File: src/shared/pmt_pkg.sv
// Package of constants and types for the period match timer.
package pmt_pkg;

    // ************************************************************
    // Register byte addresses on the AXI4-Lite bus.
    // ************************************************************
    localparam logic [4:0] ADDR_TIMER_COUNT = 5'h00; // Running count.
    localparam logic [4:0] ADDR_PERIOD_LIMIT = 5'h04; // Period compare value.
    localparam logic [4:0] ADDR_TIMER_CONTROL = 5'h08; // Run, prescale, postscale.
    localparam logic [4:0] ADDR_PERIPHERAL_FLAGS_ONE = 5'h0C; // Sticky event flags.
    localparam logic [4:0] ADDR_FLAG_MASK = 5'h10; // Interrupt enables.

    // ************************************************************
    // Field positions.
    // ************************************************************
    localparam int CTL_INPUT_DIV_LSB = 0; // Prescale select, bits 1:0.
    localparam int CTL_INPUT_DIV_MSB = 1;
    localparam int CTL_COUNT_RUN = 2; // Run bit.
    localparam int CTL_MATCH_DIV_LSB = 3; // Postscale select, bits 6:3.
    localparam int CTL_MATCH_DIV_MSB = 6;
    localparam int CTL_IMPL_MSB = 6; // Bit 7 is not implemented.
    localparam int FLAG_MATCH_EVENT = 1; // Match event flag position.

    // ************************************************************
    // Reset values.
    // ************************************************************
    localparam logic [7:0] COUNT_RESET = 8'h00;
    localparam logic [7:0] PERIOD_RESET = 8'hFF;
    localparam logic [6:0] CONTROL_RESET = 7'h00;
    localparam logic [7:0] COUNT_ZERO = 8'h00;

    // ************************************************************
    // Divider constants.
    // ************************************************************
    localparam logic [1:0] QUARTER_LAST = 2'h3; // Core clock divided by four.
    localparam logic [3:0] PRE_LAST_1 = 4'h0; // Prescale 1:1.
    localparam logic [3:0] PRE_LAST_4 = 4'h3; // Prescale 1:4.
    localparam logic [3:0] PRE_LAST_16 = 4'hF; // Prescale 1:16.

    // ************************************************************
    // Bus answer codes.
    // ************************************************************
    localparam logic [1:0] RESP_OKAY = 2'h0;
    localparam logic [1:0] RESP_SLVERR = 2'h2;

    // Time base handed to the capture/compare unit for its PWM mode.
    typedef struct packed {
        logic [7:0] count; // Present counter value.
        logic match; // One-cycle pulse when the counter wraps on a period match.
    } pmt_timebase_type;

endpackage : pmt_pkg

File: src/verilog/pmt_timer.sv
// Top of the 8-bit period match timer with its AXI4-Lite register slave.
//
// Summary of operation
// Readable writable 8-bit counter and period register.
// Run bit two enables counting, zero stops.
// Quarter clock, prescale 1, 4 or 16.
// Match divided by postscale code plus one.
// Postscaler terminal count sets sticky match flag.
// Count/control writes and reset clear scalers.
// Control write leaves count value unchanged.
// Any reset clears the counter to zero.
// Count to period, then wrap to zero.
// Reset loads period register with FFh.
// Unscaled match pulse goes to serial port.
// Count and match feed the capture/compare unit.
// Control bit seven reads zero, ignores writes.
// Stopped timer holds counters; writes still apply.
`timescale 1ns/100ps
module pmt_timer #(
    parameter int COUNT_WIDTH = 8
) (
    input wire logic aclk,
    input wire logic aresetn,
    input wire logic [4:0] s_axi_awaddr,
    input wire logic [2:0] s_axi_awprot,
    input wire logic s_axi_awvalid,
    output logic s_axi_awready,
    input wire logic [31:0] s_axi_wdata,
    input wire logic [3:0] s_axi_wstrb,
    input wire logic s_axi_wvalid,
    output logic s_axi_wready,
    output logic [1:0] s_axi_bresp,
    output logic s_axi_bvalid,
    input wire logic s_axi_bready,
    input wire logic [4:0] s_axi_araddr,
    input wire logic [2:0] s_axi_arprot,
    input wire logic s_axi_arvalid,
    output logic s_axi_arready,
    output logic [31:0] s_axi_rdata,
    output logic [1:0] s_axi_rresp,
    output logic s_axi_rvalid,
    input wire logic s_axi_rready,
    output pmt_pkg::pmt_timebase_type ccp_timebase,
    output logic ssp_shift_tick,
    output logic irq
);
    import pmt_pkg::*;

    // ************************************************************
    // Elaboration check.
    // ************************************************************
    // The registers are one byte wide; the counter cannot exceed that.
    generate
        if (COUNT_WIDTH != 8) begin : g_bad_width
            $error("pmt_timer: COUNT_WIDTH must be 8");
        end
    endgenerate

    // ************************************************************
    // Register state.
    // ************************************************************
    logic [COUNT_WIDTH-1:0] timer_count; // Running count.
    logic [COUNT_WIDTH-1:0] period_limit; // Compare value for the wrap.
    logic [CTL_IMPL_MSB:0] timer_control; // Bits 6:0 only; bit 7 has no flop.
    logic match_event_flag; // Sticky flag set by the postscaler.
    logic match_event_enable; // Mask bit that lets the flag reach irq.

    // ************************************************************
    // Bus capture state.
    // ************************************************************
    logic aw_held; // Write address taken, waiting for its data.
    logic w_held; // Write data taken, waiting for its address.
    logic [4:0] wr_addr; // Captured write address.
    logic [7:0] wr_byte; // Captured low data byte.
    logic wr_lane0; // Byte lane 0 was enabled.

    // ************************************************************
    // Divider state.
    // ************************************************************
    logic [1:0] quarter_count; // Divides the core clock by four.
    logic [3:0] pre_count; // Prescaler counter.
    logic post_term; // Terminal pulse from the postscaler.

    // ************************************************************
    // Control field decode.
    // ************************************************************
    wire count_run = timer_control[CTL_COUNT_RUN];
    wire [1:0] input_divide_sel = timer_control[CTL_INPUT_DIV_MSB:CTL_INPUT_DIV_LSB];
    wire [3:0] match_divide_sel = timer_control[CTL_MATCH_DIV_MSB:CTL_MATCH_DIV_LSB];

    // Codes 1x both pick sixteen, so only the upper bit is looked at for it.
    wire [3:0] pre_last = input_divide_sel[1] ? PRE_LAST_16 :
                          input_divide_sel[0] ? PRE_LAST_4 : PRE_LAST_1;

    // ************************************************************
    // Write decode.
    // ************************************************************
    // A write is carried out once both halves are held and no answer is pending.
    wire wr_do = aw_held && w_held && !s_axi_bvalid;
    wire wr_live = wr_do && wr_lane0;
    wire wr_count = wr_live && (wr_addr == ADDR_TIMER_COUNT);
    wire wr_period = wr_live && (wr_addr == ADDR_PERIOD_LIMIT);
    wire wr_control = wr_live && (wr_addr == ADDR_TIMER_CONTROL);
    wire wr_mask = wr_live && (wr_addr == ADDR_FLAG_MASK);
    wire wr_known = (wr_addr == ADDR_TIMER_COUNT) || (wr_addr == ADDR_PERIOD_LIMIT) ||
                    (wr_addr == ADDR_TIMER_CONTROL) || (wr_addr == ADDR_FLAG_MASK) ||
                    (wr_addr == ADDR_PERIPHERAL_FLAGS_ONE);

    // Writing the count or the control register restarts both scalers.
    wire scaler_clear = wr_count || wr_control;

    // ************************************************************
    // Read decode.
    // ************************************************************
    wire rd_take = s_axi_arvalid && s_axi_arready;
    wire rd_is_count = (s_axi_araddr == ADDR_TIMER_COUNT);
    wire rd_is_period = (s_axi_araddr == ADDR_PERIOD_LIMIT);
    wire rd_is_control = (s_axi_araddr == ADDR_TIMER_CONTROL);
    wire rd_is_flags = (s_axi_araddr == ADDR_PERIPHERAL_FLAGS_ONE);
    wire rd_is_mask = (s_axi_araddr == ADDR_FLAG_MASK);
    wire rd_known = rd_is_count || rd_is_period || rd_is_control || rd_is_flags || rd_is_mask;
    wire [7:0] flag_byte = 8'(match_event_flag) << FLAG_MATCH_EVENT;
    wire [7:0] mask_byte = 8'(match_event_enable) << FLAG_MATCH_EVENT;

    // Bit 7 of control has no storage and is zero-extended here.
    wire [7:0] rd_byte = rd_is_count ? timer_count :
                         rd_is_period ? period_limit :
                         rd_is_control ? {1'b0, timer_control} :
                         rd_is_flags ? flag_byte :
                         rd_is_mask ? mask_byte : 8'h00;

    // ************************************************************
    // Tick generation.
    // ************************************************************
    // Everything downstream is frozen while stopped, so no tick can leak out.
    wire inst_en = count_run && (quarter_count == QUARTER_LAST);
    wire count_tick = inst_en && (pre_count == pre_last);
    wire period_hit = count_tick && (timer_count == period_limit) && !wr_count;

    // Read of the flag register clears it, but a new event in that cycle wins.
    wire flag_rd_clear = rd_take && rd_is_flags;
    wire next_flag = post_term || (match_event_flag && !flag_rd_clear);
    wire next_mask = wr_mask ? wr_byte[FLAG_MATCH_EVENT] : match_event_enable;

    // ************************************************************
    // Quarter divider and prescaler.
    // ************************************************************
    // The quarter divider keeps its phase across writes; only the scalers restart.
    always_ff @(posedge aclk) begin
        if (!aresetn) begin
            quarter_count <= 2'h0;
        end else if (count_run) begin
            quarter_count <= quarter_count + 2'h1;
        end
    end

    // Prescaler counts instruction cycles and rolls over on each tick.
    always_ff @(posedge aclk) begin
        if (!aresetn || scaler_clear) begin
            pre_count <= 4'h0;
        end else if (count_tick) begin
            pre_count <= 4'h0;
        end else if (inst_en) begin
            pre_count <= pre_count + 4'h1;
        end
    end

    // ************************************************************
    // Counter and period registers.
    // ************************************************************
    // A software write of the count beats a tick in the same cycle.
    always_ff @(posedge aclk) begin
        if (!aresetn) begin
            timer_count <= COUNT_RESET;
        end else if (wr_count) begin
            timer_count <= wr_byte;
        end else if (period_hit) begin
            timer_count <= COUNT_ZERO;
        end else if (count_tick) begin
            timer_count <= timer_count + 8'h01;
        end
    end

    // Period register comes out of reset at its maximum.
    always_ff @(posedge aclk) begin
        if (!aresetn) begin
            period_limit <= PERIOD_RESET;
        end else if (wr_period) begin
            period_limit <= wr_byte;
        end
    end

    // Control write stores bits 6:0 only and never touches the count.
    always_ff @(posedge aclk) begin
        if (!aresetn) begin
            timer_control <= CONTROL_RESET;
        end else if (wr_control) begin
            timer_control <= wr_byte[CTL_IMPL_MSB:0];
        end
    end

    // ************************************************************
    // Postscaler.
    // ************************************************************
    // Only period matches feed it, so it also holds while the timer is stopped.
    pmt_postscale #(
        .SEL_WIDTH(4)
    ) u_postscale (
        .aclk(aclk),
        .aresetn(aresetn),
        .clear(scaler_clear),
        .match_in(period_hit),
        .divide_sel(match_divide_sel),
        .term_out(post_term)
    );

    // ************************************************************
    // Flag, mask and interrupt.
    // ************************************************************
    // The irq flop looks at next values so it tracks the flag without lag.
    always_ff @(posedge aclk) begin
        if (!aresetn) begin
            match_event_flag <= 1'b0;
            match_event_enable <= 1'b0;
            irq <= 1'b0;
        end else begin
            match_event_flag <= next_flag;
            match_event_enable <= next_mask;
            irq <= next_flag && next_mask;
        end
    end

    // ************************************************************
    // Exported time base.
    // ************************************************************
    // The match pulse is taken before the postscaler and lasts one cycle.
    always_ff @(posedge aclk) begin
        if (!aresetn) begin
            ssp_shift_tick <= 1'b0;
            ccp_timebase.match <= 1'b0;
        end else begin
            ssp_shift_tick <= period_hit;
            ccp_timebase.match <= period_hit;
        end
    end

    // The count output is the counter itself seen through the struct.
    always_comb begin
        ccp_timebase.count = timer_count;
    end

    // ************************************************************
    // AXI4-Lite write channels.
    // ************************************************************
    // Address and data are taken independently; ready drops once each is held
    // and rises again only after the response is accepted.
    always_ff @(posedge aclk) begin
        if (!aresetn) begin
            aw_held <= 1'b0;
            w_held <= 1'b0;
            s_axi_awready <= 1'b0;
            s_axi_wready <= 1'b0;
            s_axi_bvalid <= 1'b0;
            s_axi_bresp <= RESP_OKAY;
            wr_addr <= 5'h00;
            wr_byte <= 8'h00;
            wr_lane0 <= 1'b0;
        end else begin
            if (s_axi_awvalid && s_axi_awready) begin
                aw_held <= 1'b1;
                wr_addr <= s_axi_awaddr;
                s_axi_awready <= 1'b0;
            end else if (!aw_held && !s_axi_bvalid) begin
                s_axi_awready <= 1'b1;
            end
            if (s_axi_wvalid && s_axi_wready) begin
                w_held <= 1'b1;
                wr_byte <= s_axi_wdata[7:0];
                wr_lane0 <= s_axi_wstrb[0];
                s_axi_wready <= 1'b0;
            end else if (!w_held && !s_axi_bvalid) begin
                s_axi_wready <= 1'b1;
            end
            if (wr_do) begin
                aw_held <= 1'b0;
                w_held <= 1'b0;
                s_axi_bvalid <= 1'b1;
                s_axi_bresp <= wr_known ? RESP_OKAY : RESP_SLVERR;
            end else if (s_axi_bvalid && s_axi_bready) begin
                s_axi_bvalid <= 1'b0;
            end
        end
    end

    // ************************************************************
    // AXI4-Lite read channels.
    // ************************************************************
    // One read at a time; data are frozen in rdata so the flag clear is safe.
    always_ff @(posedge aclk) begin
        if (!aresetn) begin
            s_axi_arready <= 1'b0;
            s_axi_rvalid <= 1'b0;
            s_axi_rdata <= 32'h00000000;
            s_axi_rresp <= RESP_OKAY;
        end else if (rd_take) begin
            s_axi_arready <= 1'b0;
            s_axi_rvalid <= 1'b1;
            s_axi_rdata <= {24'h000000, rd_byte};
            s_axi_rresp <= rd_known ? RESP_OKAY : RESP_SLVERR;
        end else if (s_axi_rvalid && s_axi_rready) begin
            s_axi_rvalid <= 1'b0;
        end else if (!s_axi_rvalid) begin
            s_axi_arready <= 1'b1;
        end
    end

endmodule : pmt_timer

File: src/verilog/pmt_postscale.sv
// Postscaler that divides the period match pulse by one to sixteen.
`timescale 1ns/100ps
module pmt_postscale #(
    parameter int SEL_WIDTH = 4
) (
    input wire logic aclk,
    input wire logic aresetn,
    input wire logic clear,
    input wire logic match_in,
    input wire logic [SEL_WIDTH-1:0] divide_sel,
    output logic term_out
);

    // ************************************************************
    // Elaboration check.
    // ************************************************************
    generate
        if (SEL_WIDTH < 1 || SEL_WIDTH > 8) begin : g_bad_width
            $error("pmt_postscale: SEL_WIDTH must lie between 1 and 8");
        end
    endgenerate

    logic [SEL_WIDTH-1:0] post_count; // Matches seen since the last terminal count.
    wire at_last = (post_count == divide_sel); // Select code N means divide by N+1.

    // Counts matches; the terminal pulse is a flop so the flag sees a clean edge.
    // A clear beats a match in the same cycle, so a restart always begins at zero.
    always_ff @(posedge aclk) begin
        if (!aresetn || clear) begin
            post_count <= '0;
            term_out <= 1'b0;
        end else if (match_in) begin
            post_count <= at_last ? '0 : post_count + 1'b1;
            term_out <= at_last;
        end else begin
            term_out <= 1'b0;
        end
    end

endmodule : pmt_postscale

File: config.mk
export PLATFORM = sky130hd
export DESIGN_NAME = pmt_timer
export DESIGN_NICKNAME = d
export VERILOG_FILES = /design/src/shared/pmt_pkg.sv /design/src/verilog/pmt_timer.sv /design/src/verilog/pmt_postscale.sv
export SDC_FILE = /design/constraint.sdc
export NUM_CORES = 1
export LEC_CHECK = 0
export BUFFER_PORTS_ARGS = -buffer_cell sky130_fd_sc_hd__buf_2
export CAP_MARGIN = 20
export CORE_ASPECT_RATIO = 1.25
export CORE_MARGIN = 2
export CORE_UTILIZATION = 55
export CTS_CLUSTER_DIAMETER = 40
export CTS_CLUSTER_SIZE = 24
export DETAILED_ROUTE_END_ITERATION = 6
export PLACE_DENSITY = 0.85
export SETUP_SLACK_MARGIN = 0.3
export SYNTH_ARGS = -nofsm -noshare
export SYNTH_HDL_FRONTEND = slang
export SYNTH_SLANG_ARGS = --single-unit
File: constraint.sdc
create_clock -name aclk -period 3.3 [get_ports aclk]
set_input_delay 0.66 -clock aclk [delete_from_list [all_inputs] [get_ports aclk]]
set_output_delay 0.66 -clock aclk [all_outputs]
set_load 0.02 [all_outputs]
==> summary.md, run 1 <==
| Metric | Value |
|---|---|
| Run status | `finished, final reports clean` |
| Via count | `2,948` |
| WP data required | `3.58 ns` |
| Antenna violations before repair | `0` |
| Root Buffer | `clkbuf_8` |
| Slew @ Worst Pin | `0.817 ns` |
| Gpl congestion | `0.831` |
| Hold Fails Final Rpt | `0` |
| Die area | `6900 um2` |
| Post-CTS Hold Buffers | `0` |
| Synth async-reset ratio | `0%` |
| Routed Antenna Nets | `0` |
| Synthesized flop and latch total | `69` |
| Crit-path max FO | `17` |
| I/O pin count | `111` |
| Overall routing resource usage | `22.6%` |
| Setup_tns | `0 ns` |
| Syn Area/Cell | `8.64 um2` |
| Total power draw | `0.00178 W` |
| Hpwl dp | `5410 um` |
| Setup WS pre-CTS | `1.08 ns` |
| Worst path max stage delay | `0.71 ns` |
| Yosys top cell area share | `40.2%` |
| Largest cells by area after synthesis | `dfxtp_1 40%, mux2i_1 7.3%, nand2_1 6.2%` |
| Slowest-stage cell, CP | `or4_1` |
| Area delta synth->final | `12.5%` |
| Initial Utilization | `56.1%` |
| Post-synthesis cell count | `398` |
| Pwr Density | `459 nW/um2` |
| Clk_lat worst skew | `0.35 ns` |
| CTS resizes | `0` |
| Diodes inserted | `0` |
| Drt via density | `5.51` |
| Tmin final | `2.23 ns` |
| CTS tree | `done` |
| Placed cell count | `519` |
| CTS sink cnt | `69` |
| Hold Path Depth | `2` |
| Critical path launch point type | `flop` |
| Die height | `92.4 um` |
| Hold_sp | `s_axi_rdata[1]` |
| Post-CTS setup buffer count | `0` |
| Pin count of the biggest net entering global routing | `22` |
| # H-tree levels | `3` |
| Max-cap violation count | `0` |
| Maximum vdd ir drop | `0.362 mV` |
| Total core area | `6130 um2` |
| R2r worst-path depth | `5` |
| Number of core rows | `32` |
| Fin area | `3870 um2` |
| DR pass1 iterations | `5` |
| Pleak | `1.73 nW` |
| Setup WS post-layout | `1.07 ns` |
| Share of cells above drive strength 1 | `18.4%` |
| Post-Layout Cell Count | `535` |
| Post-synth EDFFs | `0` |
| Critical path class | `reg -> reg` |
| Routed wire length | `7370 um` |
| Synth cell types | `53` |
| Hold Path End | `s_axi_rdata[1]` |
| Top_reg_cell synth | `dfxtp_1` |
| Final setup fails | `0` |
| Yosys warning count | `0` |
| CP arrival | `2.52 ns` |
| Global-route wire length before repair | `12,000 um` |
| Critical-path cell list | `or4b_4, or4_1, nand3_4, nand2b_4, mux2i_1` |
| Worst flop-to-flop path endpoint | `u_postscale.post_count[1]` |
| Slew margin rel. | `45.0%` |
| # DRC | `0` |
| Post-Syn Area | `3440 um2` |
| Longest Clk Path Bufs | `2` |
| Placed Area | `3640 um2` |
| Synth area leader | `dfxtp_1` |
| Sequential fraction of the synthesis area | `40.2%` |
| Layout Skew | `0.00914 ns` |
| Filler cell count | `524` |
| Wirelength per Cell | `13.8 um` |
| Number of global-route vias before repair | `2,639` |
| Fin crit share | `67.7%` |
| DR iter-0 viols | `154` |
| Clock-pin slew on the worst setup and hold paths | `0.07 ns` |
| Unrepaired setup endpoints after global routing | `no` |
| Reg-to-reg startpoint | `wr_addr[4]` |
| CP bufs+invs | `0` |
| Register-to-register setup slack | `1.07 ns` |
| Buffers on Ports | `51` |
| Critical Path End Type | `flop` |
| Maximum clock rate | `447 MHz` |
| Hold Crit Class | `reg -> reg` |
| Nets@finish | `508` |
| Max-slew violations | `0` |
| Cts bufs inserted | `9` |
| Die Wd | `74.7 um` |
| Cell class contributing the biggest share of worst-path delay | `simple AND/OR/NAND/NOR gates` |
| Congestion Overflow GR | `0` |
## sequential cells by signal, indices dropped and copies added (netlist names), 2 cells and up
| signal | flops |
|---|---|
| timer_control | 7 |
| s_axi_rdata | 8 |
| quarter_count | 2 |
| pre_count | 4 |
| wr_addr | 5 |
| wr_byte | 8 |
| timer_count | 8 |
| period_limit | 8 |
| u_postscale.post_count | 4 |
## tightest hold or removal path: stages (launching register included)
cell and delay, ns:
dfxtp_1 0.31, nand2_1 0.05, a21oi_1 0.05
## cells in the final DEF, fill, tap and decap left out, drive strengths merged, types with 2 or more instances in the layout
| cell | netlist | layout |
|---|---|---|
| nor2 | 29 | 29 |
| and3 | 4 | 4 |
| or4 | 3 | 3 |
| ha | 4 | 4 |
| nand3 | 18 | 18 |
| clkinvlp | 0 | 2 |
| mux2i | 25 | 25 |
| nand4b | 3 | 3 |
| clkbuf | 11 | 11 |
| nand2b | 3 | 3 |
| inv | 6 | 6 |
| nand2 | 57 | 57 |
| and2 | 4 | 4 |
| xor2 | 13 | 13 |
| o311ai | 2 | 2 |
| nand4 | 2 | 2 |
| o41ai | 2 | 2 |
| conb | 1 | 26 |
| nor3b | 2 | 2 |
| a22oi | 7 | 7 |
| dfxtp | 69 | 69 |
| xnor2 | 4 | 4 |
| nor4 | 5 | 5 |
| bufinv | 0 | 2 |
| or4b | 2 | 2 |
| a21oi | 29 | 29 |
| o21ai | 25 | 25 |
| or2 | 2 | 2 |
| nor3 | 8 | 8 |
| buf | 32 | 54 |
| nand3b | 2 | 2 |
| a31oi | 9 | 9 |
| nor2b | 4 | 4 |
## metrics by stage
step           utilization [%]  hold WS, ns
6_report                  63.1        0.455
5_1_grt                   63.1        0.498
4_1_cts                   63.1        0.458
3_5_place_dp              59.4        0.448
3_3_place_gp              59.4        0.444
2_1_floorplan                -        0.445
## cell families after synthesis
kind of cell / share of synthesized area [%]
AO/OA/AOI/OAI: 15.1
multiplexers: 7.28
adder cells (fa/ha/maj): 1.46
flip-flops: 40.2
XOR/XNOR: 4.33
buffers and inverters: 8.63
AND/OR/NAND/NOR: 22.9
other: 0.109
## report_power, final
part | internal, W | switching [W] | total, W
sequential | 0.000850 | 0.0000205 | 0.000871
combinational | 0.0000411 | 0.0000927 | 0.000134
clock | 0.000447 | 0.000324 | 0.000771
## synthesized netlist by cell type (4+ instances only)
cell type,instances
buf_4,27
a31oi_1,9
nand2_1,57
nand3_1,17
xnor2_1,4
a22oi_1,7
xor2_1,13
ha_1,4
a21oi_1,29
inv_1,6
nor3_1,7
and3_1,4
dfxtp_1,69
mux2i_1,25
nor2_1,29
nor2b_1,4
clkbuf_1,11
o21ai_0,24
and2_1,4
## per-layer routing
layer | vias to the layer above | share of wire [%] | global-route usage, %
met5 | - | 0 | 0
met4 | 0 | 2.1 | 12.8
met3 | 17 | 5.1 | 3.81
met2 | 106 | 53 | 38.6
met1 | 1389 | 39 | 25.9
li1 | 1436 | - | -
## worst max-delay path by stage
stage	start	to	slack, ns	cells after the start
after floorplan	s_axi_araddr[1]	irq	1.33	4
after global placement	wr_addr[4]	u_postscale.post_count[1]	1.16	5
after detailed placement	wr_addr[4]	u_postscale.post_count[1]	1.08	5
after CTS	wr_addr[4]	u_postscale.post_count[1]	1.06	5
after global routing	wr_addr[4]	u_postscale.post_count[1]	1.01	5
final	wr_addr[4]	u_postscale.post_count[1]	1.07	5
## area by class of cell
class	count	area (um2)	area share (%)
multi-input cells	305	1850	47.9
flip-flops and latches	69	1380	35.7
repair buffers	54	278	7.18
clock buffers	11	141	3.66
well taps	85	106	2.75
clock inverters	5	83.8	2.17
inverters	6	22.5	0.583
(Power assumes the default switching activity.)
==> run 2, diff against run 1 <==
CORE_UTILIZATION = 51   (was 55)
PLACE_DENSITY = 0.79   (was 0.85)
clock period = 2.3 ns   (was 3.3 ns; I/O delays follow)
==> run 2 against run 1 <==
Routed wire length increased by 8.1%. Global-route usage is 0.51 points lower. Combinational power is 48% higher. Final area rose by 5.0%. Clock power up 43%. Largest cell class unchanged. Non-clock buffer count is 20 higher. Die area rose by 7.5%.
==> summary.md, run 2 (synthesis results as in run 1) <==
| Metric | Value |
|---|---|
| Run status | `finished, final reports clean` |
| Commonest non-fill, non-tap cells in the layout | `65 x dfxtp_1, 57 x nand2_1, 51 x buf_2` |
| Longest Clk Path Bufs | `2 (unchanged)` |
| Leading cell type in the layout, fill and taps excluded | `dfxtp_1` |
| DR iter-0 viols | `155 (+0.65%)` |
| Overall routing resource usage | `22.1% (-0.51 points)` |
| Routed Antenna Nets | `0 (unchanged)` |
| Sw Share | `24.6% (-0.047 points)` |
| Slowest-stage cell, CP | `or4_4` |
| Setup WS pre-CTS | `0.135 ns (-0.950 ns)` |
| Initial Utilization | `52.7% (-3.4 points)` |
| Nets@finish | `528 (+3.9%)` |
| WP data required | `2.57 ns (-1.01 ns)` |
| Die height | `95.8 um (+3.7%)` |
| Pleak | `1.84 nW (+6.0%)` |
| Unrepaired setup endpoints after global routing | `yes` |
| Via count | `2,990 (+1.4%)` |
| Total core area | `6520 um2 (+6.5%)` |
| Layout Skew | `0.00813 ns (-0.00101 ns)` |
| Critical path class | `reg -> reg` |
| Slew @ Worst Pin | `0.585 ns (-0.232 ns)` |
| Gpl congestion | `0.863 (+3.9%)` |
| Buffers on Ports | `51 (unchanged)` |
| Clk_lat worst skew | `0.34 ns (about the same)` |
| Critical-path cell list | `or4b_4, or4_4, nand3_4, nand2b_4, mux2i_2` |
| Congestion Overflow GR | `0 (unchanged)` |
| Root Buffer | `clkbuf_8` |
| Comb pwr share | `7.8% (+0.3 points)` |
| # DRC | `0 (unchanged)` |
| Max-cap violation count | `0 (unchanged)` |
| # H-tree levels | `3 (unchanged)` |
| Hold Fails Final Rpt | `0 (unchanged)` |
| Pwr Density | `628 nW/um2 (+37%)` |
| Setup_tns | `0 ns (unchanged)` |
| Maximum vdd ir drop | `0.477 mV (+32%)` |
| Int Pwr | `0.00192 W (+44%)` |
| DR pass1 iterations | `4 (-1)` |
| Critical path launch point type | `flop` |
| Setup WS post-layout | `0.281 ns (-0.784 ns)` |
| Diodes inserted | `0 (unchanged)` |
| Hpwl dp | `5740 um (+6.0%)` |
| Routed wire length | `7970 um (+8.1%)` |
| Clock-pin slew on the worst setup and hold paths | `0.07 ns (about the same)` |
| Worst path max stage delay | `0.56 ns (-0.15 ns)` |
| Area delta synth->final | `18.2%` |
| Filler cell count | `577 (+10%)` |
| Crit-path max FO | `6 (-11)` |
| Pin count of the biggest net entering global routing | `41 (+86%)` |
| Share of cells above drive strength 1 | `23.4% (+5.0 points)` |
| Critical Path End Type | `flop` |
| Wirelength per Cell | `14.3 um (+3.9%)` |
| Drt via density | `5.37 (-2.6%)` |
| Final setup fails | `0 (unchanged)` |
| Number of core rows | `33 (+3.1%)` |
| I/O pin count | `111 (unchanged)` |
| Global-route wire length before repair | `12,900 um (+7.5%)` |
| CTS sink cnt | `69 (unchanged)` |
| Sequential power share | `49.0% (about the same)` |
| Hold Crit Class | `in -> reg` |
| Die area | `7420 um2 (+7.5%)` |
| CP arrival | `2.28 ns (-0.24 ns)` |
| Cts bufs inserted | `9 (unchanged)` |
| Switching power | `0.000626 W (+43%)` |
| Max-slew violations | `0 (unchanged)` |
| Fin crit share | `87.8% (+20 points)` |
| Antenna violations before repair | `0 (unchanged)` |
| Number of global-route vias before repair | `2,772 (+5.0%)` |
| Clock power share | `43.3% (about the same)` |
| CTS tree | `done` |
| Die Wd | `77.4 um (+3.6%)` |
| Post-CTS Hold Buffers | `0 (unchanged)` |
| Slew margin rel. | `60.8% (+16 points)` |
| Maximum clock rate | `495 MHz (+11%)` |
| Tmin final | `2.02 ns (-0.216 ns)` |
[run 2: stage by stage]
| stage | std cells | hold WS [ns] | area (um2) | utilization, % | total power, W |
|---|---|---|---|---|---|
| 2_1_floorplan | 423 | 0.445 | 3530 | - | 0.00144 |
| 3_3_place_gp | 533 | 0.445 | 3730 | 57.2 | 0.00147 |
| 3_5_place_dp | 533 | 0.452 | 3730 | 57.2 | 0.00147 |
| 4_1_cts | 549 | 0.335 | 3980 | 61.0 | 0.00256 |
| 5_1_grt | 557 | 0.357 | 4060 | 62.3 | 0.00263 |
| 6_report | 557 | 0.343 | 4060 | 62.3 | 0.00255 |
[run 2: layer usage]
metal	track usage, %	vias up	wire length [um]
met5	0	-	0
met1	24.6	1385	3310
met2	38.5	92	4000
met4	15.0	0	309
li1	-	1484	-
met3	4.22	29	348
[run 2: path summary, 6_finish.rpt]
check | start | endpoint | slack (ns) | depth (start not counted)
worst max register to register | wr_addr[1] | u_postscale.post_count[1] | 0.28 | 5
worst min-delay path | aresetn | period_limit[1] | 0.34 | 2
worst max-delay path | wr_addr[1] | u_postscale.post_count[1] | 0.28 | 5
worst min register to register | s_axi_rdata[1] | s_axi_rdata[1] | 0.46 | 2
[run 2: what timing repair did]
item,4_1_cts,5_1_grt
endpoints found under the setup margin,19,11
buffers inserted,0,8
resized for setup,3,13
pin swaps,0,6
[run 2: worst max-delay path, delay by kind of cell, from the launching register on]
| kind | cells | cell delay (ns) |
|---|---|---|
| and+or+nand+nor | 4 | 1.38 |
| muxes | 1 | 0.22 |
| DFF | 1 | 0.33 |
[run 2: layout make-up]
| cell class | instances | area (um2) | area share, % |
|---|---|---|---|
| inverters | 6 | 22.5 | 0.555 |
| flip-flops and latches | 69 | 1390 | 34.2 |
| clock inverters | 5 | 83.8 | 2.06 |
| repair buffers | 74 | 428 | 10.5 |
| well taps | 87 | 109 | 2.68 |
| clock buffers | 11 | 141 | 3.48 |
| multi-input cells | 305 | 1890 | 46.5 |
[run 2: power by group through the flow]
stage	clock network, W	logic [W]	registers, W
2_1_floorplan	0	0.000161	0.00128
3_3_place_gp	0	0.000193	0.00127
3_5_place_dp	0	0.000196	0.00128
4_1_cts	0.00112	0.000197	0.00125
5_1_grt	0.00116	0.000222	0.00125
6_report	0.00110	0.000198	0.00125
